==> config.mk <==
export PLATFORM = sky130hd
export DESIGN_NAME = usb_conditioner_config_ctrl
export DESIGN_NICKNAME = d
export VERILOG_FILES = /design/src/logic/usb_cond_pkg.sv /design/src/logic/usb_conditioner_config_ctrl.sv
export VERILOG_INCLUDE_DIRS = /design/src /design/src/logic
export SDC_FILE = /design/constraint.sdc
export NUM_CORES = 1
export LEC_CHECK = 0
export ABC_AREA = 1
export BUFFER_PORTS_ARGS = -buffer_cell sky130_fd_sc_hd__clkbuf_2
export CELL_PAD_IN_SITES_DETAIL_PLACEMENT = 0
export CELL_PAD_IN_SITES_GLOBAL_PLACEMENT = 1
export CORE_MARGIN = 8
export CORE_UTILIZATION = 46
export DETAILED_ROUTE_END_ITERATION = 8
export GPL_TIMING_DRIVEN = 0
export PLACE_DENSITY_LB_ADDON = 0.25
export SLEW_MARGIN = 20
export SYNTH_ARGS = -nofsm -noshare
export SYNTH_HDL_FRONTEND = slang
export SYNTH_SLANG_ARGS = --single-unit
==> constraint.sdc <==
create_clock -name i_clk -period 2.6 [get_ports i_clk]
set_input_delay 0.26 -clock i_clk [delete_from_list [all_inputs] [get_ports i_clk]]
set_output_delay 0.26 -clock i_clk [all_outputs]
set_load 0.01 [all_outputs]
==> src/logic/usb_cond_map.svh <==
// constants of the usb conditioner control block
// Operation
// controller holds reset low at least 20 us
// reset held until supply stable 100 us
// ac boost strap selects one of four levels
// dc strap low/mid/high gives 40/60/80 mV
// low speed: no compensation, detect high
// full speed: no compensation, detect high
// high speed: compensate with boosts, detect high
// reset low means shutdown, no compensation
// i2c enabled if scl, sda high after reset
// i2c target 0x2C reads and writes registers
// controller pulses hold bit after boost change
// controller preserves reserved fields via read-modify-write
// ac boost field bits 6:4, thermometer code
// hold bit 0 at 0x03, resets to one
// hold kept under i2c, else auto cleared
// dc_gain_strap field bits 2:0 at 0x0E
// straps latched only during reset
// no connection and running: detect low
`ifndef USB_COND_MAP_SVH
`define USB_COND_MAP_SVH
`define I2C_TARGET_ADDR 7'h2C
`define OFF_AC_BOOST 8'h01
`define OFF_CFG_HOLD 8'h03
`define OFF_DC_GAIN 8'h0E
`define AC_FIELD_HI 6
`define AC_FIELD_LO 4
`define HOLD_BIT 0
`define DC_FIELD_HI 2
`define DC_FIELD_LO 0
`define AC_LVL0 3'h0
`define AC_LVL1 3'h1
`define AC_LVL2 3'h3
`define AC_LVL3 3'h7
`define DC_40MV 3'h3
`define DC_60MV 3'h5
`define DC_80MV 3'h7
`define DC_STRAP_LOW 2'h0
`define DC_STRAP_MID 2'h1
`define DC_STRAP_HIGH 2'h3
`define HOLD_RESET 1'h1
`define CLK_MHZ 125
`define SAMPLE_DLY_NS 1000
`define SAMPLE_DLY_CYC ((`SAMPLE_DLY_NS * `CLK_MHZ + 999) / 1000)
`endif

==> src/logic/usb_cond_pkg.sv <==
// types of the usb conditioner control block
package usb_cond_pkg;
  // i2c target byte phases
  typedef enum logic [2:0] {
    ST_IDLE,
    ST_ADDR,
    ST_PTR,
    ST_WDATA,
    ST_RDATA
  } i2c_state_e;
  typedef logic [2:0] boost_code_t;
endpackage : usb_cond_pkg

==> src/logic/usb_conditioner_config_ctrl.sv <==
// control, strap latch, speed handling and i2c registers of the conditioner
`timescale 1ns/10ps
`default_nettype none
`include "usb_cond_map.svh"
module usb_conditioner_config_ctrl #(
  parameter int SAMPLE_CYC = `SAMPLE_DLY_CYC
) (
  input wire logic i_clk,
  input wire logic i_rst,
  input wire logic i_chip_reset_pin_n,
  input wire logic [1:0] i_ac_boost_strap,
  input wire logic [1:0] i_dc_gain_strap,
  input wire logic i_ls_detect,
  input wire logic i_fs_detect,
  input wire logic i_hs_detect,
  input wire logic i_scl,
  input wire logic i_sda,
  output logic o_sda_out,
  output logic o_sda_oe_n,
  output logic o_connection_detect_out,
  output logic o_comp_enable,
  output logic [2:0] o_ac_boost_level,
  output logic [2:0] o_dc_gain_level,
  output logic o_shutdown,
  output logic o_i2c_mode
);
  localparam int PW = 10; // pins passing the synchroniser

  // every pin goes through two flops before use
  logic [PW-1:0] pin_raw;
  logic [PW-1:0] sync1_q;
  logic [PW-1:0] sync2_q;
  assign pin_raw = {i_chip_reset_pin_n, i_ac_boost_strap, i_dc_gain_strap,
                    i_ls_detect, i_fs_detect, i_hs_detect, i_scl, i_sda};
  always_ff @(posedge i_clk) begin
    sync1_q <= pin_raw;
    sync2_q <= sync1_q;
  end
  logic chip_reset_pin_n_s, ls_s, fs_s, hs_s, scl_s, sda_s;
  logic [1:0] acs_s, dcs_s;
  assign {chip_reset_pin_n_s, acs_s, dcs_s, ls_s, fs_s, hs_s, scl_s, sda_s} = sync2_q;

  // ac strap level to field code
  function automatic usb_cond_pkg::boost_code_t ac_code(input logic [1:0] lvl);
    case (lvl)
      2'h0: ac_code = `AC_LVL0;
      2'h1: ac_code = `AC_LVL1;
      2'h2: ac_code = `AC_LVL2;
      default: ac_code = `AC_LVL3;
    endcase
  endfunction : ac_code

  // tri-level dc strap to field code; unused code reads as mid
  function automatic usb_cond_pkg::boost_code_t dc_code(input logic [1:0] s);
    if (s == `DC_STRAP_LOW) begin
      dc_code = `DC_40MV;
    end else if (s == `DC_STRAP_HIGH) begin
      dc_code = `DC_80MV;
    end else begin
      dc_code = `DC_60MV;
    end
  endfunction : dc_code

  // shutdown follows the synchronised reset pin
  logic shutdown_q;
  always_ff @(posedge i_clk) begin
    if (i_rst) begin
      shutdown_q <= 1'h1;
    end else begin
      shutdown_q <= ~chip_reset_pin_n_s;
    end
  end

  // delay from reset release to the i2c mode sample
  logic [15:0] dly_q;
  logic sample_pend_q;
  logic sample_tick;
  assign sample_tick = sample_pend_q && (dly_q == 16'(SAMPLE_CYC - 1));
  always_ff @(posedge i_clk) begin
    if (i_rst || shutdown_q) begin
      dly_q <= 16'h0000;
      sample_pend_q <= ~i_rst; // armed again by every reset pulse
    end else if (sample_tick) begin
      sample_pend_q <= 1'h0;
    end else if (sample_pend_q) begin
      dly_q <= dly_q + 16'h0001;
    end
  end

  // i2c mode: both lines high at the sample point
  logic i2c_mode_q;
  always_ff @(posedge i_clk) begin
    if (i_rst || shutdown_q) begin
      i2c_mode_q <= 1'h0;
    end else if (sample_tick) begin
      i2c_mode_q <= scl_s & sda_s;
    end
  end

  // i2c line edges, read only from the second sync flop onward
  logic scl_p_q, sda_p_q;
  always_ff @(posedge i_clk) begin
    scl_p_q <= scl_s;
    sda_p_q <= sda_s;
  end
  logic scl_rise, scl_fall, start_c, stop_c;
  assign scl_rise = scl_s & ~scl_p_q;
  assign scl_fall = ~scl_s & scl_p_q;
  assign start_c = scl_s & scl_p_q & sda_p_q & ~sda_s;
  assign stop_c = scl_s & scl_p_q & ~sda_p_q & sda_s;

  // i2c target state
  usb_cond_pkg::i2c_state_e st_q;
  logic [3:0] cnt_q; // bits taken in the current byte
  logic [7:0] sr_q; // receive shift
  logic [7:0] tx_q; // transmit shift
  logic [7:0] ptr_q; // register pointer, auto increments
  logic ack_q; // inside an acknowledge slot
  logic sda_oe_n_q;
  logic wr_stb; // write of sr_q to ptr_q
  logic addr_hit;
  assign addr_hit = (sr_q[7:1] == `I2C_TARGET_ADDR);
  assign wr_stb = scl_fall && !ack_q && (st_q == usb_cond_pkg::ST_WDATA) && (cnt_q == 4'h8);

  // register read mux, reserved bits read zero
  logic [7:0] rd_data;
  logic [2:0] ac_q, dc_q;
  logic hold_q;
  always_comb begin
    rd_data = 8'h00;
    if (ptr_q == `OFF_AC_BOOST) begin
      rd_data[`AC_FIELD_HI:`AC_FIELD_LO] = ac_q;
    end else if (ptr_q == `OFF_CFG_HOLD) begin
      rd_data[`HOLD_BIT] = hold_q;
    end else if (ptr_q == `OFF_DC_GAIN) begin
      rd_data[`DC_FIELD_HI:`DC_FIELD_LO] = dc_q;
    end
  end

  // byte engine: shift on scl rise, drive on scl fall
  always_ff @(posedge i_clk) begin
    if (i_rst || !i2c_mode_q || stop_c) begin
      st_q <= usb_cond_pkg::ST_IDLE;
      cnt_q <= 4'h0;
      ack_q <= 1'h0;
      sda_oe_n_q <= 1'h1;
      if (i_rst) begin
        sr_q <= 8'h00;
        tx_q <= 8'h00;
        ptr_q <= 8'h00;
      end
    end else if (start_c) begin
      st_q <= usb_cond_pkg::ST_ADDR; // repeated start keeps the pointer
      cnt_q <= 4'h0;
      ack_q <= 1'h0;
      sda_oe_n_q <= 1'h1;
    end else if (scl_rise && !ack_q) begin
      case (st_q)
        usb_cond_pkg::ST_ADDR, usb_cond_pkg::ST_PTR, usb_cond_pkg::ST_WDATA: begin
          sr_q <= {sr_q[6:0], sda_s};
          cnt_q <= cnt_q + 4'h1;
        end
        usb_cond_pkg::ST_RDATA: begin
          if (cnt_q == 4'h8) begin
            // master ack: reload next byte, nack: go quiet
            if (sda_s) begin
              st_q <= usb_cond_pkg::ST_IDLE;
            end else begin
              ack_q <= 1'h1;
              ptr_q <= ptr_q + 8'h01;
            end
          end else begin
            cnt_q <= cnt_q + 4'h1;
          end
        end
        default: begin
          cnt_q <= 4'h0;
        end
      endcase
    end else if (scl_fall) begin
      if (ack_q) begin
        // end of ack slot
        ack_q <= 1'h0;
        cnt_q <= 4'h0;
        if (st_q == usb_cond_pkg::ST_RDATA) begin
          tx_q <= rd_data;
          sda_oe_n_q <= rd_data[7];
        end else begin
          sda_oe_n_q <= 1'h1;
        end
      end else if (cnt_q == 4'h8) begin
        case (st_q)
          usb_cond_pkg::ST_ADDR: begin
            if (addr_hit) begin
              ack_q <= 1'h1;
              sda_oe_n_q <= 1'h0;
              st_q <= sr_q[0] ? usb_cond_pkg::ST_RDATA : usb_cond_pkg::ST_PTR;
            end else begin
              st_q <= usb_cond_pkg::ST_IDLE;
            end
          end
          usb_cond_pkg::ST_PTR: begin
            ptr_q <= sr_q;
            ack_q <= 1'h1;
            sda_oe_n_q <= 1'h0;
            st_q <= usb_cond_pkg::ST_WDATA;
          end
          usb_cond_pkg::ST_WDATA: begin
            ptr_q <= ptr_q + 8'h01;
            ack_q <= 1'h1;
            sda_oe_n_q <= 1'h0;
          end
          default: begin
            sda_oe_n_q <= 1'h1; // release for master ack bit
          end
        endcase
      end else if (st_q == usb_cond_pkg::ST_RDATA) begin
        tx_q <= {tx_q[6:0], 1'h0};
        sda_oe_n_q <= tx_q[6];
      end
    end
  end

  // boost fields: strap while in reset, i2c writes afterwards
  always_ff @(posedge i_clk) begin
    if (i_rst || shutdown_q) begin
      ac_q <= ac_code(acs_s);
      dc_q <= dc_code(dcs_s);
    end else if (wr_stb && ptr_q == `OFF_AC_BOOST) begin
      ac_q <= sr_q[`AC_FIELD_HI:`AC_FIELD_LO];
    end else if (wr_stb && ptr_q == `OFF_DC_GAIN) begin
      dc_q <= sr_q[`DC_FIELD_HI:`DC_FIELD_LO];
    end
  end

  // hold bit stops compensation until released
  always_ff @(posedge i_clk) begin
    if (i_rst || shutdown_q) begin
      hold_q <= `HOLD_RESET;
    end else if (sample_tick && !(scl_s && sda_s)) begin
      hold_q <= 1'h0;
    end else if (wr_stb && ptr_q == `OFF_CFG_HOLD) begin
      hold_q <= sr_q[`HOLD_BIT];
    end
  end

  // speed handling; hs wins if analog flags overlap
  logic cd_q, comp_q, sda_out_q;
  always_ff @(posedge i_clk) begin
    if (i_rst || shutdown_q) begin
      cd_q <= 1'h0;
      comp_q <= 1'h0;
    end else begin
      cd_q <= ls_s | fs_s | hs_s;
      comp_q <= hs_s & ~hold_q;
    end
  end
  always_ff @(posedge i_clk) begin
    sda_out_q <= 1'h0; // open drain: only ever pulls low
  end

  assign o_sda_out = sda_out_q;
  assign o_sda_oe_n = sda_oe_n_q;
  assign o_connection_detect_out = cd_q;
  assign o_comp_enable = comp_q;
  assign o_ac_boost_level = ac_q;
  assign o_dc_gain_level = dc_q;
  assign o_shutdown = shutdown_q;
  assign o_i2c_mode = i2c_mode_q;

  // checks
  a_shut_quiet: assert property (@(posedge i_clk) disable iff (i_rst)
    shutdown_q |=> !cd_q && !comp_q) else $error("output active in shutdown");
  a_hs_comp_on: assert property (@(posedge i_clk) disable iff (i_rst)
    !shutdown_q && hs_s && !hold_q ##1 !shutdown_q |-> comp_q && cd_q)
    else $error("hs without compensation");
  a_fsls_no_comp: assert property (@(posedge i_clk) disable iff (i_rst)
    !shutdown_q && !hs_s && (ls_s || fs_s) |=> !comp_q && (cd_q || shutdown_q))
    else $error("ls fs handling wrong");
  a_idle_cd_low: assert property (@(posedge i_clk) disable iff (i_rst)
    !(ls_s || fs_s || hs_s) |=> !cd_q) else $error("detect high with no link");
  a_ac_strap_map: assert property (@(posedge i_clk) disable iff (i_rst)
    shutdown_q && acs_s == 2'h2 |=> ac_q == `AC_LVL2) else $error("ac strap decode");
  a_dc_strap_map: assert property (@(posedge i_clk) disable iff (i_rst)
    shutdown_q && dcs_s == `DC_STRAP_LOW |=> dc_q == `DC_40MV) else $error("dc strap decode");
  a_strap_frozen: assert property (@(posedge i_clk) disable iff (i_rst)
    !shutdown_q && !i2c_mode_q ##1 !shutdown_q |-> $stable(ac_q) && $stable(dc_q))
    else $error("strap followed after reset");
  a_i2c_sample: assert property (@(posedge i_clk) disable iff (i_rst)
    $rose(i2c_mode_q) |-> $past(sample_tick) && $past(scl_s) && $past(sda_s))
    else $error("i2c mode without sample");
  a_hold_auto: assert property (@(posedge i_clk) disable iff (i_rst)
    !shutdown_q && sample_tick && !(scl_s && sda_s) && chip_reset_pin_n_s |=> ##1 !hold_q && !i2c_mode_q)
    else $error("hold not cleared");
  a_hold_reset: assert property (@(posedge i_clk)
    i_rst |=> hold_q) else $error("hold reset value");
  a_addr_ack: assert property (@(posedge i_clk) disable iff (i_rst)
    i2c_mode_q && !stop_c && !start_c && scl_fall && !ack_q && st_q == usb_cond_pkg::ST_ADDR
    && cnt_q == 4'h8 && addr_hit |=> !sda_oe_n_q && ack_q) else $error("no address ack");
endmodule : usb_conditioner_config_ctrl
`default_nettype wire

# Word level (Yosys, flattened, before mapping)
# Cells that the tools add are included.
[word_totals]
word_cells = 195
input_bits = 12
reg_bits = 82
[classes]
eq_ne = 31
mux = 71
bitwise = 20
reduce_logical = 49
add_sub_neg = 3
[ops]
columns = ["op", "n"]
rows = [
  ["8-bit 2-to-1 mux", 14],
  ["7-bit 2-to-1 mux", 8],
  ["3-bit 2-to-1 mux", 18],
  ["2-bit nonzero test", 12],
  ["1-bit 2-to-1 mux", 19],
  ["6-bit AND reduction", 3],
  ["16-bit by 1-bit adder with 16-bit output (second input constant)", 1],
  ["16-bit by 7-bit == test with 1-bit output (second input constant)", 1],
  ["4-bit 2-to-1 mux", 4],
  ["8-bit one-hot mux with 2 select lines", 1],
  ["2-bit inequality test (second input constant)", 6],
  ["3-bit by 2-bit inequality test with 1-bit output (second input constant)", 4],
  ["4-bit AND reduction", 3],
  ["3-bit nonzero test", 4],
  ["1-bit logical AND", 10],
  ["1-bit AND", 9],
  ["3-bit inequality test (second input constant)", 3],
  ["1-bit NOT", 9],
  ["3-bit one-hot mux with 3 select lines", 1],
  ["8-bit by 1-bit adder with 8-bit output (second input constant)", 1],
  ["8-bit by 1-bit == test with 1-bit output (second input constant)", 1],
  ["8-bit by 2-bit == test with 1-bit output (second input constant)", 1],
  ["8-bit by 4-bit == test with 1-bit output (second input constant)", 1],
  ["4-bit one-hot mux with 2 select lines", 1],
  ["other kinds (24)", 39],
]

# Logic depth before layout (Yosys ltp)
[logic_depth]
word_depth = 10
ltp_mapped = 11

# Worst setup path after synthesis
# OpenSTA, ideal clock, no wires.
[synth_path]
path_type = "flip-flop to flip-flop"
startpoint = "reg cnt_q[0]"
endpoint = "reg ptr_q[0], enable pin"
path_buffers = 0
t_arrival_ns = 1.530
path_slack_ns = 0.700
stages_incl_launch_ff = 11
cell_sequence = "dfxtp_1 -> inv_1 -> ha_1 -> nand2_1 -> nor2_1 -> nand2_1 -> inv_2 -> nand2_1 -> nor3_1 -> nor2_1 -> nor2_1"
[synth_between]
elab_chain_len = 3
[synth_lines]
columns = ["element", "line", "source"]
rows = [
  ["start: declaration", "usb_conditioner_config_ctrl.sv:114", "logic [3:0] cnt_q;"],
  ["start signal: assignment", "usb_conditioner_config_ctrl.sv:161", "cnt_q <= cnt_q + 4'h1;"],
  ["start signal: assignment", "usb_conditioner_config_ctrl.sv:173", "cnt_q <= cnt_q + 4'h1;"],
  ["4-bit == test", "usb_conditioner_config_ctrl.sv:164, usb_conditioner_config_ctrl.sv:191", ""],
  ["2-bit nonzero test (no line)", "n/a", ""],
  ["8-bit AND reduction (no line)", "n/a", ""],
  ["end signal: assignment", "usb_conditioner_config_ctrl.sv:170", "ptr_q <= ptr_q + 8'h01;"],
  ["end signal: assignment", "usb_conditioner_config_ctrl.sv:203", "ptr_q <= sr_q;"],
  ["end signal: assignment", "usb_conditioner_config_ctrl.sv:209", "ptr_q <= ptr_q + 8'h01;"],
  ["end: declaration", "usb_conditioner_config_ctrl.sv:117", "logic [7:0] ptr_q;"],
]
# No other way between the ends.
# A chain may end at the register's enable or synchronous reset.

# Worst setup path in the final report
[layout_path]
startpoint = "reg cnt_q[0]"
endpoint = "reg ptr_q[4], enable pin"
# Same word-level chain as after synthesis.

==> run_results.csv <==
group,metric,value,unit
yosys,syn-cell-area,0.00402,sq mm
clock_tree,htreeDepth,3,
routing,drc,0,
yosys,synth_cell_types,38,
clock_tree,clk_latency,0.36,ns
global_route,grt_pass1_vias,3021,
placement,numPortBuffers,22,
yosys,syn_nets,513,
pwr,ir_drop,0.481,mV
routing,drt_iter0_drc,112,
floorplan,die-width,109,um
floorplan,floorplan.initialDensity,0.467,
worst_setup_path,crit_family,"simple AND/OR/NAND/NOR gates",
layout,final_cell_mix,"118 x nand2_1, 74 x nor2_1, 52 x dfxtp_1",
clock_tree,cts_sinks,82,
timing,worst_pin_slew,0.686,ns
layout,layout_commonest_cell,"nand2_1",
routing,drt_pass1_iterations,4,
routing,ant_nets,0,
floorplan,pin_count,24,
timing,finalCritPeriodShare,0.876,
worst_setup_path,critPathKind,"reg -> reg",
clock_tree,holdBufCountCts,10,
worst_setup_path,cp_slowest_stage_delay,0.53,ns
clock_tree,clock_tree.root_cell,"clkbuf_8",
timing,finClkSkew,0.0165,ns
clock_tree,numCtsBuffers,9,
flow_run,cap_viol_max_count,0,
floorplan,rows,34,
min_path,hold_path_class,"in -> reg",
global_route,antenna_found_initial,0,
timing,fmax,439,MHz
worst_setup_path,worstPathArrival,2.26,ns
global_route,grt-ovfl-total,0,
clock_tree,cts.clk_slew.worst_paths,0.10,ns
yosys,synth-edff-count,30,
timing,rsz0062_at_grt,"no",
worst_setup_path,start_kind,"flip-flop",
routing,routed_wirelength,8470,um
layout,fin_cells,649,
layout,n_fill_cell,831,
timing,finalHoldViolCount,0,
global_route,grt_max_degree,17,
yosys,ys_seq_area_frac,0.484,
clock_tree,cts_setup_buffers,0,
yosys,syn-mean-instance-area,8.14,sq um
layout,final_core_util,0.533,
layout,final_nets,556,
global_route,grt_usage,0.149,
placement,gp_congestion,0.824,
layout,syn2layout_area_growth,14.1,%
worst_setup_path,crit_required,2.59,ns
clock_tree,clock_path_buffers,2,
timing,finalSetupViolCount,0,
worst_setup_path,critPathSlowestCell,"nor2_1",
timing,max_slew_margin,0.541,
worst_setup_path,crit_buf_inv,2,
placement,dpl_worst_slack,0.342,ns
yosys,synth-async-reset-ratio,0,
yosys,yosys_register_bits,82,
timing,period_minus_slack,2.28,ns
routing,post_drt_wl_per_cell,13.0,um
placement,hpwl,6330,um
clock_tree,cts-resized-gates,0,
worst_setup_path,crit_path_cell_trace,"inv_1, ha_1, nand2_1, nor2_1, nand2_1, inv_2, nand2_1, nor3_1, nor2_1, nor2_1",
pwr,powerDensity,559,mW/mm^2
timing,fin_ws,0.322,ns
placement,place_inst,623,
timing,report.final.slew_viol_count,0,
pwr,p_leak,1.81,nW
status,status,"finished, final reports clean",
floorplan,die_area,0.0120,sq mm
yosys,synth_cells,493,
clock_tree,cts_tree,"yes",
layout,drive_gt1_frac,0.170,
layout,n_antenna_cell,0,
routing,vias_per_cell,4.94,
worst_setup_path,worstPathMaxFanout,8,
timing,tns,0,ns
global_route,grt_pass1_wl,14100,um
worst_setup_path,crit_path_end_kind,"flip-flop",
yosys,ys.warnings.count,0,
yosys,synth_ff_type,"dfxtp_1",
floorplan,placeableCoreArea,0.00859,sq mm
routing,vias,3206,
floorplan,die_h,109,um
==> state kept, by name (all words and copies together) (netlist names), 3 cells and up <==
name              cells
cnt_q                 4
dly_q                16
o_ac_boost_level      3
o_dc_gain_level       3
ptr_q                 8
sr_q                  8
st_q                  3
sync1_q              10
sync2_q              10
tx_q                  7
==> stage by stage <==
step                      hold WS (ns)  instance area [sq um]  total power [W]
final                            0.225                   4580          0.00256
after global routing             0.228                   4580          0.00265
after CTS                        0.232                   4580          0.00258
after detailed placement         0.312                   4260          0.00158
after global placement           0.310                   4260          0.00157
after floorplan                  0.288                   4020          0.00152
==> where the power goes <==
group | total (W) | switching, W | internal [W]
Clock | 0.00100 | 0.000522 | 0.000483
Combinational | 0.000150 | 0.0000911 | 0.0000590
Sequential | 0.00140 | 0.0000283 | 0.00138
Total | 0.00256 | 0.000641 | 0.00192
==> worst register-to-register path, stage by stage, from the launching register on <==
cell and delay (ns):
dfxtp_1 0.33, inv_1 0.10, ha_1 0.17, nand2_1 0.05, nor2_1 0.08, nand2_1 0.15
inv_2 0.12, nand2_1 0.09, nor3_1 0.20, nor2_1 0.06, nor2_1 0.53
==> cells in the mapped netlist, types with 11 or more instances <==
master,instances,area share
nand2_1,118,0.11
nor2_1,74,0.069
dfxtp_1,52,0.26
inv_1,44,0.041
edfxtp_1,30,0.22
nand3_1,27,0.034
o21ai_0,24,0.030
a21oi_1,20,0.025
nand4_1,12,0.019
nand2_2,11,0.017
==> per-layer routing <==
metal / vias to the layer above / global-route usage / share of wire
met1: 1447 / 0.179 / 0.46
li1: 1677 / - / -
met3: 15 / 0.0363 / 0.050
met5: - / 0 / 0
met2: 67 / 0.251 / 0.46
met4: 0 / 0.0559 / 0.021
==> logic make-up after synthesis <==
group                    Yosys count  share of synthesized area
buffers and inverters             62                     0.0732
other                              1                   0.000934
XOR/XNOR                          14                     0.0305
adder cells (fa/ha/maj)            8                     0.0249
AO/OA/AOI/OAI                     59                     0.0845
flip-flops                        82                      0.484
AND/OR/NAND/NOR                  267                      0.302
==> final cells by class <==
class                           instances  area [sq um]  share of cell area
Timing Repair Buffer                   32           210              0.0459
Clock buffer                           11           174              0.0380
Tap cell                              108           135              0.0295
Sequential cell                        82          1940               0.424
Inverter                               52           195              0.0426
Multi-Input combinational cell        349          1780               0.388
Buffer                                 10          98.8              0.0216
Clock inverter                          5          46.3              0.0101
==> worst paths after layout <==
| check | startpoint | to | slack (ns) | cells past startpoint |
|---|---|---|---|---|
| hold / removal | i_rst | o_shutdown | 0.22 | 3 |
| setup reg to reg | cnt_q[0] | ptr_q[4] | 0.32 | 10 |
| hold reg to reg | sync1_q[0] | sync2_q[0] | 0.33 | 0 |
| setup / recovery | cnt_q[0] | ptr_q[4] | 0.32 | 10 |
No activity file was read; power rests on OpenSTA's default activity.
